File: src/rtl/bcbn_pkg.sv
// shared constants and carriers for the bit clear and branch decoder
package bcbn_pkg;

  // opcode matching
  localparam logic [3:0] BCLR_OPC = 4'h9;       // top nibble, bit clear
  localparam logic [7:0] BNEG_OPC = 8'he6;      // upper byte, branch negative
  // instruction field positions
  localparam int OPC_HI = 15;
  localparam int OPC_LO = 12;
  localparam int BIT_HI = 11;
  localparam int BIT_LO = 9;
  localparam int ACC_POS = 8;
  localparam int REG_HI = 7;
  localparam int REG_LO = 0;
  // indexed literal offset limit (95)
  localparam logic [7:0] IDX_LIMIT = 8'h5f;
  // access bank split: 00h-5Fh from bank 0, 60h-FFh from bank 0f
  localparam logic [7:0] ACC_SPLIT = 8'h60;
  localparam logic [3:0] ACC_HI_BANK = 4'hf;
  // phase count of one instruction cycle
  localparam int PHASES = 4;
  // reset values
  localparam logic [20:0] PC_RESET = 21'h000000;

  // register file write request
  typedef struct packed {
    logic valid;
    logic [11:0] addr;
    logic [7:0] data;
  } bcbn_wr_s;

  // program counter write request
  typedef struct packed {
    logic valid;
    logic [20:0] target;
  } bcbn_pcw_s;

  // phase of the instruction cycle
  typedef enum logic [1:0] {
    PH_Q1,
    PH_Q2,
    PH_Q3,
    PH_Q4
  } bcbn_phase_e;

endpackage : bcbn_pkg

File: src/rtl/bcbn_addr_gen.sv
// effective file register address for byte and bit instructions
`timescale 1ns/1ps
`default_nettype none
module bcbn_addr_gen (
  input wire logic [7:0] regField,     // f field
  input wire logic accessBit,          // a field
  input wire logic extEnable,          // extended set enabled
  input wire logic [3:0] bankSelect,   // bank select register
  input wire logic [11:0] indexBase,   // index pointer for offset mode
  output logic [11:0] effAddr,         // resolved address
  output logic indexedMode             // offset mode used
);

  // pick access bank, banked or indexed literal offset
  always_comb
  begin
    indexedMode = 1'b0;
    if (!accessBit && extEnable && regField <= bcbn_pkg::IDX_LIMIT)
    begin
      indexedMode = 1'b1;
      effAddr = indexBase + {4'h0, regField};
    end
    else if (!accessBit)
    begin
      if (regField < bcbn_pkg::ACC_SPLIT)
        effAddr = {4'h0, regField};
      else
        effAddr = {bcbn_pkg::ACC_HI_BANK, regField};
    end
    else
      effAddr = {bankSelect, regField};
  end

endmodule : bcbn_addr_gen
`default_nettype wire

File: src/rtl/bcbn_decoder.sv
// decoder and executor for bit clear and branch on negative
`timescale 1ns/1ps
`default_nettype none
// Summary of operation
// - opcode 1001 clears only bit b of register f
// - a=0 with extended set and f up to 5Fh uses indexed offset
// - upper byte e6 branches only when negative flag is one
// - target is incremented pc plus twice signed 8-bit offset
// - a=0 picks access bank, a=1 uses bank select register
// - taken branch takes two cycles, second a no operation
module bcbn_decoder (
  input wire logic sys_clk,                 // core clock
  input wire logic sys_rst,                 // sync reset, high
  input wire logic instrValid,              // word valid at cycle start
  input wire logic [15:0] instrWord,        // fetched instruction
  input wire logic [20:0] pcIncr,           // pc already incremented
  input wire logic negFlag,                 // negative status flag
  input wire logic extEnable,               // extended set enabled
  input wire logic [3:0] bankSelect,        // bank select register
  input wire logic [11:0] indexBase,        // index pointer
  input wire logic [7:0] regRdData,         // register read data
  output logic [11:0] regRdAddr,            // register read address
  output logic regRdEn,                     // read strobe in Q3
  output bcbn_pkg::bcbn_wr_s regWr,         // write, built in Q4, out in next Q1
  output bcbn_pkg::bcbn_pcw_s pcWr,         // pc write, built in Q4, out in next Q1
  output logic flushNop,                    // nop cycle in progress
  output logic cycleEnd,                    // instruction cycle done
  output logic [1:0] phase                  // current phase
);

  bcbn_pkg::bcbn_phase_e phase_reg, phase_next;
  logic nopCycle_reg, nopCycle_next;
  logic isClr_reg, isClr_next;
  logic isBr_reg, isBr_next;
  logic [15:0] word_reg, word_next;
  logic [11:0] addr_reg, addr_next;
  logic [7:0] data_reg, data_next;
  logic [20:0] target_reg, target_next;
  logic taken_reg, taken_next;
  logic [11:0] rdAddr_reg, rdAddr_next;
  logic rdEn_reg, rdEn_next;
  bcbn_pkg::bcbn_wr_s wr_reg, wr_next;
  bcbn_pkg::bcbn_pcw_s pcw_reg, pcw_next;
  logic end_reg, end_next;
  logic [11:0] effAddr;
  logic [7:0] mask;
  logic [20:0] offs;

  // resolve file address from the latched word
  bcbn_addr_gen u_addr (
    .regField(word_reg[bcbn_pkg::REG_HI:bcbn_pkg::REG_LO]),
    .accessBit(word_reg[bcbn_pkg::ACC_POS]),
    .extEnable(extEnable),
    .bankSelect(bankSelect),
    .indexBase(indexBase),
    .effAddr(effAddr),
    .indexedMode()
  );

  // single-bit clear mask and sign-extended doubled offset
  always_comb
  begin
    mask = ~(8'h01 << word_reg[bcbn_pkg::BIT_HI:bcbn_pkg::BIT_LO]);
    offs = {{12{word_reg[7]}}, word_reg[7:0], 1'b0};
  end

  // four-phase sequencer; a taken branch books one nop cycle
  always_comb
  begin
    phase_next = phase_reg;
    nopCycle_next = nopCycle_reg;
    unique case (phase_reg)
      bcbn_pkg::PH_Q1:
        phase_next = bcbn_pkg::PH_Q2;
      bcbn_pkg::PH_Q2:
        phase_next = bcbn_pkg::PH_Q3;
      bcbn_pkg::PH_Q3:
        phase_next = bcbn_pkg::PH_Q4;
      bcbn_pkg::PH_Q4:
      begin
        // nop flag spans exactly one whole instruction cycle
        phase_next = bcbn_pkg::PH_Q1;
        nopCycle_next = isBr_reg && taken_reg;
      end
    endcase
  end

  // sequencer registers
  always_ff @(posedge sys_clk)
  begin
    if (sys_rst)
    begin
      phase_reg <= bcbn_pkg::PH_Q1;
      nopCycle_reg <= 1'b0;
    end
    else
    begin
      phase_reg <= phase_next;
      nopCycle_reg <= nopCycle_next;
    end
  end

  // operand and result latches, one step in each of Q1 to Q3
  always_comb
  begin
    isClr_next = isClr_reg;
    isBr_next = isBr_reg;
    word_next = word_reg;
    addr_next = addr_reg;
    data_next = data_reg;
    target_next = target_reg;
    taken_next = taken_reg;
    unique case (phase_reg)
      bcbn_pkg::PH_Q1:
      begin
        // decode; a word offered in a nop cycle is dropped
        if (nopCycle_reg)
        begin
          isClr_next = 1'b0;
          isBr_next = 1'b0;
        end
        else
        begin
          word_next = instrWord;
          isClr_next = instrValid &&
            instrWord[bcbn_pkg::OPC_HI:bcbn_pkg::OPC_LO] ==
            bcbn_pkg::BCLR_OPC;
          isBr_next = instrValid &&
            instrWord[15:8] == bcbn_pkg::BNEG_OPC;
        end
      end
      bcbn_pkg::PH_Q2:
      begin
        // address resolved; flag looked at once, here
        addr_next = effAddr;
        taken_next = isBr_reg && negFlag;
      end
      bcbn_pkg::PH_Q3:
      begin
        // process data; target built even when not taken
        data_next = regRdData & mask;
        target_next = pcIncr + offs;
      end
      bcbn_pkg::PH_Q4:
      begin
        // nothing latched; results leave via output registers
      end
    endcase
  end

  // operand and result registers
  always_ff @(posedge sys_clk)
  begin
    if (sys_rst)
    begin
      isClr_reg <= 1'b0;
      isBr_reg <= 1'b0;
      word_reg <= 16'h0000;
      addr_reg <= 12'h000;
      data_reg <= 8'h00;
      target_reg <= bcbn_pkg::PC_RESET;
      taken_reg <= 1'b0;
    end
    else
    begin
      isClr_reg <= isClr_next;
      isBr_reg <= isBr_next;
      word_reg <= word_next;
      addr_reg <= addr_next;
      data_reg <= data_next;
      target_reg <= target_next;
      taken_reg <= taken_next;
    end
  end

  // strobes drop back every cycle so each stands one cycle only
  always_comb
  begin
    rdAddr_next = rdAddr_reg;
    rdEn_next = 1'b0;
    wr_next = '0;
    pcw_next = '0;
    end_next = 1'b0;
    if (phase_reg == bcbn_pkg::PH_Q2 && isClr_reg)
    begin
      rdAddr_next = effAddr;
      rdEn_next = 1'b1;
    end
    if (phase_reg == bcbn_pkg::PH_Q4)
    begin
      // write destination; no status flag is ever written
      end_next = 1'b1;
      if (isClr_reg)
      begin
        wr_next.valid = 1'b1;
        wr_next.addr = addr_reg;
        wr_next.data = data_reg;
      end
      if (isBr_reg && taken_reg)
      begin
        pcw_next.valid = 1'b1;
        pcw_next.target = target_reg;
      end
    end
  end

  // output registers
  always_ff @(posedge sys_clk)
  begin
    if (sys_rst)
    begin
      rdAddr_reg <= 12'h000;
      rdEn_reg <= 1'b0;
      wr_reg <= '0;
      pcw_reg <= '0;
      end_reg <= 1'b0;
    end
    else
    begin
      rdAddr_reg <= rdAddr_next;
      rdEn_reg <= rdEn_next;
      wr_reg <= wr_next;
      pcw_reg <= pcw_next;
      end_reg <= end_next;
    end
  end

  // outputs straight from flip-flops
  assign regRdAddr = rdAddr_reg;
  assign regRdEn = rdEn_reg;
  assign regWr = wr_reg;
  assign pcWr = pcw_reg;
  assign flushNop = nopCycle_reg;
  assign cycleEnd = end_reg;
  assign phase = phase_reg;

endmodule : bcbn_decoder
`default_nettype wire

File: config.mk
export PLATFORM = sky130hd
export DESIGN_NAME = bcbn_decoder
export DESIGN_NICKNAME = d
export VERILOG_FILES = /design/src/rtl/bcbn_pkg.sv /design/src/rtl/bcbn_addr_gen.sv /design/src/rtl/bcbn_decoder.sv
export SDC_FILE = /design/constraint.sdc
export NUM_CORES = 1
export LEC_CHECK = 0
export ABC_AREA = 1
export ABC_CLOCK_PERIOD_IN_PS = 2500
export BUFFER_PORTS_ARGS = -buffer_cell sky130_fd_sc_hd__buf_2
export CAP_MARGIN = 10
export CORE_MARGIN = 2
export CORE_UTILIZATION = 50
export DETAILED_ROUTE_END_ITERATION = 8
export GPL_ROUTABILITY_DRIVEN = 0
export PLACE_DENSITY = 0.74
export SYNTH_ARGS = -nofsm -noshare
export SYNTH_HDL_FRONTEND = slang
export SYNTH_SLANG_ARGS = --single-unit
File: constraint.sdc
create_clock -name sys_clk -period 2.5 [get_ports sys_clk]
set_input_delay 0.5 -clock sys_clk [delete_from_list [all_inputs] [get_ports sys_clk]]
set_output_delay 0.5 -clock sys_clk [all_outputs]
set_load 0.005 [all_outputs]
==> flow_metrics.env <==
export IMPL_numCtsBuffers=17
export IMPL_slew_viol_final=0
export IMPL_largest_reg_flops=22
export IMPL_crit_path_start="phase[1]"
export IMPL_grt_pass1_vias=5225
export IMPL_whs_ns=0.347
export IMPL_avgRoutedWirePerCell_microns=13.3
export IMPL_criticalPathCategory="flop to flop"
export IMPL_firstDrtPassIters=5
export IMPL_vias_per_cell=5.01
export IMPL_max_clock_freq_mhz=495
export IMPL_num_vias=5617
export IMPL_worst_pin_slew_ns=0.776
export IMPL_yosysTopAreaCellShare_pct=39.8
export IMPL_final_setup_viol_count=0
export IMPL_min_from="sys_rst"
export IMPL_syn_inst=835
export IMPL_skew_ns=0.00692
export IMPL_antenna_left=0
export IMPL_p_leak_nw=3.81
export IMPL_r2r_start="phase[1]"
export IMPL_area_growth_pct=22.9
export IMPL_die_area_sq_um=12600
export IMPL_drive_gt1_share_pct=19.3
export IMPL_grt_pass1_wl_microns=24800
export IMPL_top_usage_layer="met2"
export IMPL_maxCapViolations=0
export IMPL_clk_pin_slew_ns=0.05
export IMPL_hold_buffers=0
export IMPL_cts_resized=0
export IMPL_die_x_microns=112
export IMPL_design_core_area_sq_um=11400
export IMPL_netlist_area_sq_um=5840
export IMPL_p_per_area_nw_per_um2=936
export IMPL_worstRegToRegCells=8
export IMPL_initial_utilization_pct=51.1
export IMPL_avgSynthCellArea_sq_um=6.99
export IMPL_route_detailed_drc=0
export IMPL_worst_setup_path_end_kind="flop"
export IMPL_h_tree_depth=4
export IMPL_root_buffer="clkbuf_16"
export IMPL_grt_usage_pct=24.7
export IMPL_yosysTopAreaCell="dfxtp_1"
export IMPL_worstSetupStartpointType="flop"
export IMPL_grt_max_degree=46
export IMPL_setup_ws_ns=0.481
export IMPL_grt_overflow_total=0
export IMPL_synth_warnings=0
export IMPL_finalCriticalPeriod_ns=2.02
export IMPL_status="finished clean"
export IMPL_dp_hpwl_microns=10800
export IMPL_fin_total_pwr_w=0.00671
export IMPL_ctsLongestPathBuffers=2
export IMPL_post_cts_buffers=0
export IMPL_grt_util_met3_pct=5.45
export IMPL_clk_latency_ns=0.41
export IMPL_drt_iter0_markers=301
export IMPL_slew_headroom_pct=48.2
export IMPL_holdPathStages=2
export IMPL_rsz0062_at_grt="no"
export IMPL_path_max_fanout=18
export IMPL_die_h_microns=112
export IMPL_rows=39
export IMPL_yosys_cell_types_count=40
export IMPL_setup_tns_ns=0
export IMPL_cts_sinks=116
export IMPL_cts_tree="yes"
export IMPL_ys_top_cells_by_area="dfxtp_1 40%, inv_1 9.8%, nand2_1 9.8%"
export IMPL_yosysSeqAreaShare_pct=39.8
export IMPL_grt_use_met2_pct=42.4
export IMPL_dp_slack_ns=0.385
export IMPL_crit_required_ns=2.80
export IMPL_hold_violations=0
export IMPL_drt_wl_total_microns=14900
export IMPL_min_delay_path_class="input pin to flop"
export IMPL_gr_usage_met1_pct=30.8
export IMPL_antenna_found_initial=0
export IMPL_place_area_sq_um=6600
export IMPL_period_share_pct=80.8
export IMPL_final_nets=1065
export IMPL_synth_seq_cells=116
export IMPL_final_area_sq_um=7180
export IMPL_ir_drop_mv=0.788
export IMPL_io_pins=126
export IMPL_synth_nets=935
export IMPL_arrival_ns=2.32
export IMPL_portBuffers=125
[per-stage QoR]
stage | util, % | instances
floorplan | - | 835
global placement | 57.8 | 1089
detailed placement | 57.8 | 1089
CTS | 62.8 | 1120
global route | 62.8 | 1120
finish | 62.8 | 1121
[Yosys cell counts]
| library cell | count |
|---|---|
| nand3_2 | 4 |
| clkbuf_1 | 13 |
| or2_2 | 1 |
| inv_2 | 2 |
| nand2_2 | 7 |
| ha_1 | 32 |
| buf_4 | 2 |
| nor3_1 | 1 |
| buf_6 | 1 |
| a21o_1 | 1 |
| nand3b_1 | 3 |
| a21oi_2 | 2 |
| nand2_1 | 153 |
| a21oi_1 | 73 |
| nand3_1 | 59 |
| o31ai_1 | 8 |
| or2_0 | 1 |
| nor3b_1 | 1 |
| a21boi_0 | 1 |
| nor3_2 | 1 |
| o21bai_1 | 2 |
| xnor2_1 | 2 |
| inv_1 | 153 |
| o21ai_1 | 3 |
| clkinv_1 | 2 |
| nor2_2 | 6 |
| xor2_1 | 8 |
| dfxtp_1 | 116 |
| fa_1 | 2 |
| nand4_1 | 6 |
| nand4_4 | 1 |
| or2_1 | 1 |
| and2_4 | 1 |
| nor2_4 | 1 |
| nor4_1 | 2 |
| nor2_1 | 104 |
| buf_2 | 6 |
| o211ai_1 | 1 |
| o21ai_0 | 50 |
| o22ai_1 | 2 |
[cell usage in the layout, fill, tap and decap left out, types with 2 or more instances in the layout]
| cell type | n |
|---|---|
| o21bai_1 | 2 |
| xnor2_1 | 2 |
| clkbuf_16 | 17 |
| o21ai_1 | 3 |
| a21oi_2 | 2 |
| xor2_1 | 8 |
| clkinv_4 | 3 |
| inv_2 | 2 |
| nand2_2 | 7 |
| bufinv_16 | 2 |
| nor2_2 | 6 |
| inv_6 | 2 |
| clkinv_1 | 2 |
| inv_1 | 153 |
| clkinv_2 | 4 |
| nor2_1 | 104 |
| buf_2 | 125 |
| nand3_1 | 59 |
| ha_1 | 32 |
| a21oi_1 | 73 |
| nor4_1 | 2 |
| fa_1 | 2 |
| nand3_2 | 4 |
| dfxtp_1 | 116 |
| nand3b_1 | 3 |
| o31ai_1 | 8 |
| o22ai_1 | 2 |
| nand4_1 | 6 |
| buf_4 | 8 |
| o21ai_0 | 50 |
| nand2_1 | 153 |
[power breakdown]
part           switching, W  internal, W  total (W)
logic               0.00139     0.000738    0.00213
registers          0.000140      0.00210    0.00224
clock network      0.000860      0.00149    0.00235
total               0.00239      0.00432    0.00671
[metal layers]
layer  routed length (microns)  share of wire [%]
met3                       920                6.2
met1                      6590                 44
met4                       260                1.7
met5                         0                  0
met2                      7150                 48
[layout make-up]
cell class	count	area [sq um]
diodes	1	2.50
clock buffers	19	443
clock inverters	12	131
fillers	1082	4240
inverters	157	589
multi-input cells	540	2820
flip-flops and latches	116	2320
well taps	143	179
repair buffers	133	686
[cells by family after synthesis]
logic type / count (synthesis) / synth area share (%)
flops: 116 / 39.8
compound gates: 143 / 13.0
fa+ha+maj: 34 / 7.54
simple gates: 353 / 26.3
xor+xnor: 10 / 1.50
buf+inv: 179 / 11.9
[critical path: stages, from the launching register on]
cell and delay, ns:
dfxtp_1 0.38, inv_1 0.09, ha_1 0.34, nand2_2 0.21
clkinv_1 0.45, nor2_1 0.23, nor2_1 0.06, o21ai_0 0.10
inv_1 0.05
[path summary, 6_finish.rpt]
| path | to | slack, ns |
|---|---|---|
| setup reg to reg | regRdAddr[2] | 0.48 |
| setup / recovery | regRdAddr[2] | 0.48 |
| hold reg to reg | regWr[2] | 0.42 |
| hold / removal | cycleEnd | 0.35 |
Note: power is estimated with default switching activity, not from simulation.
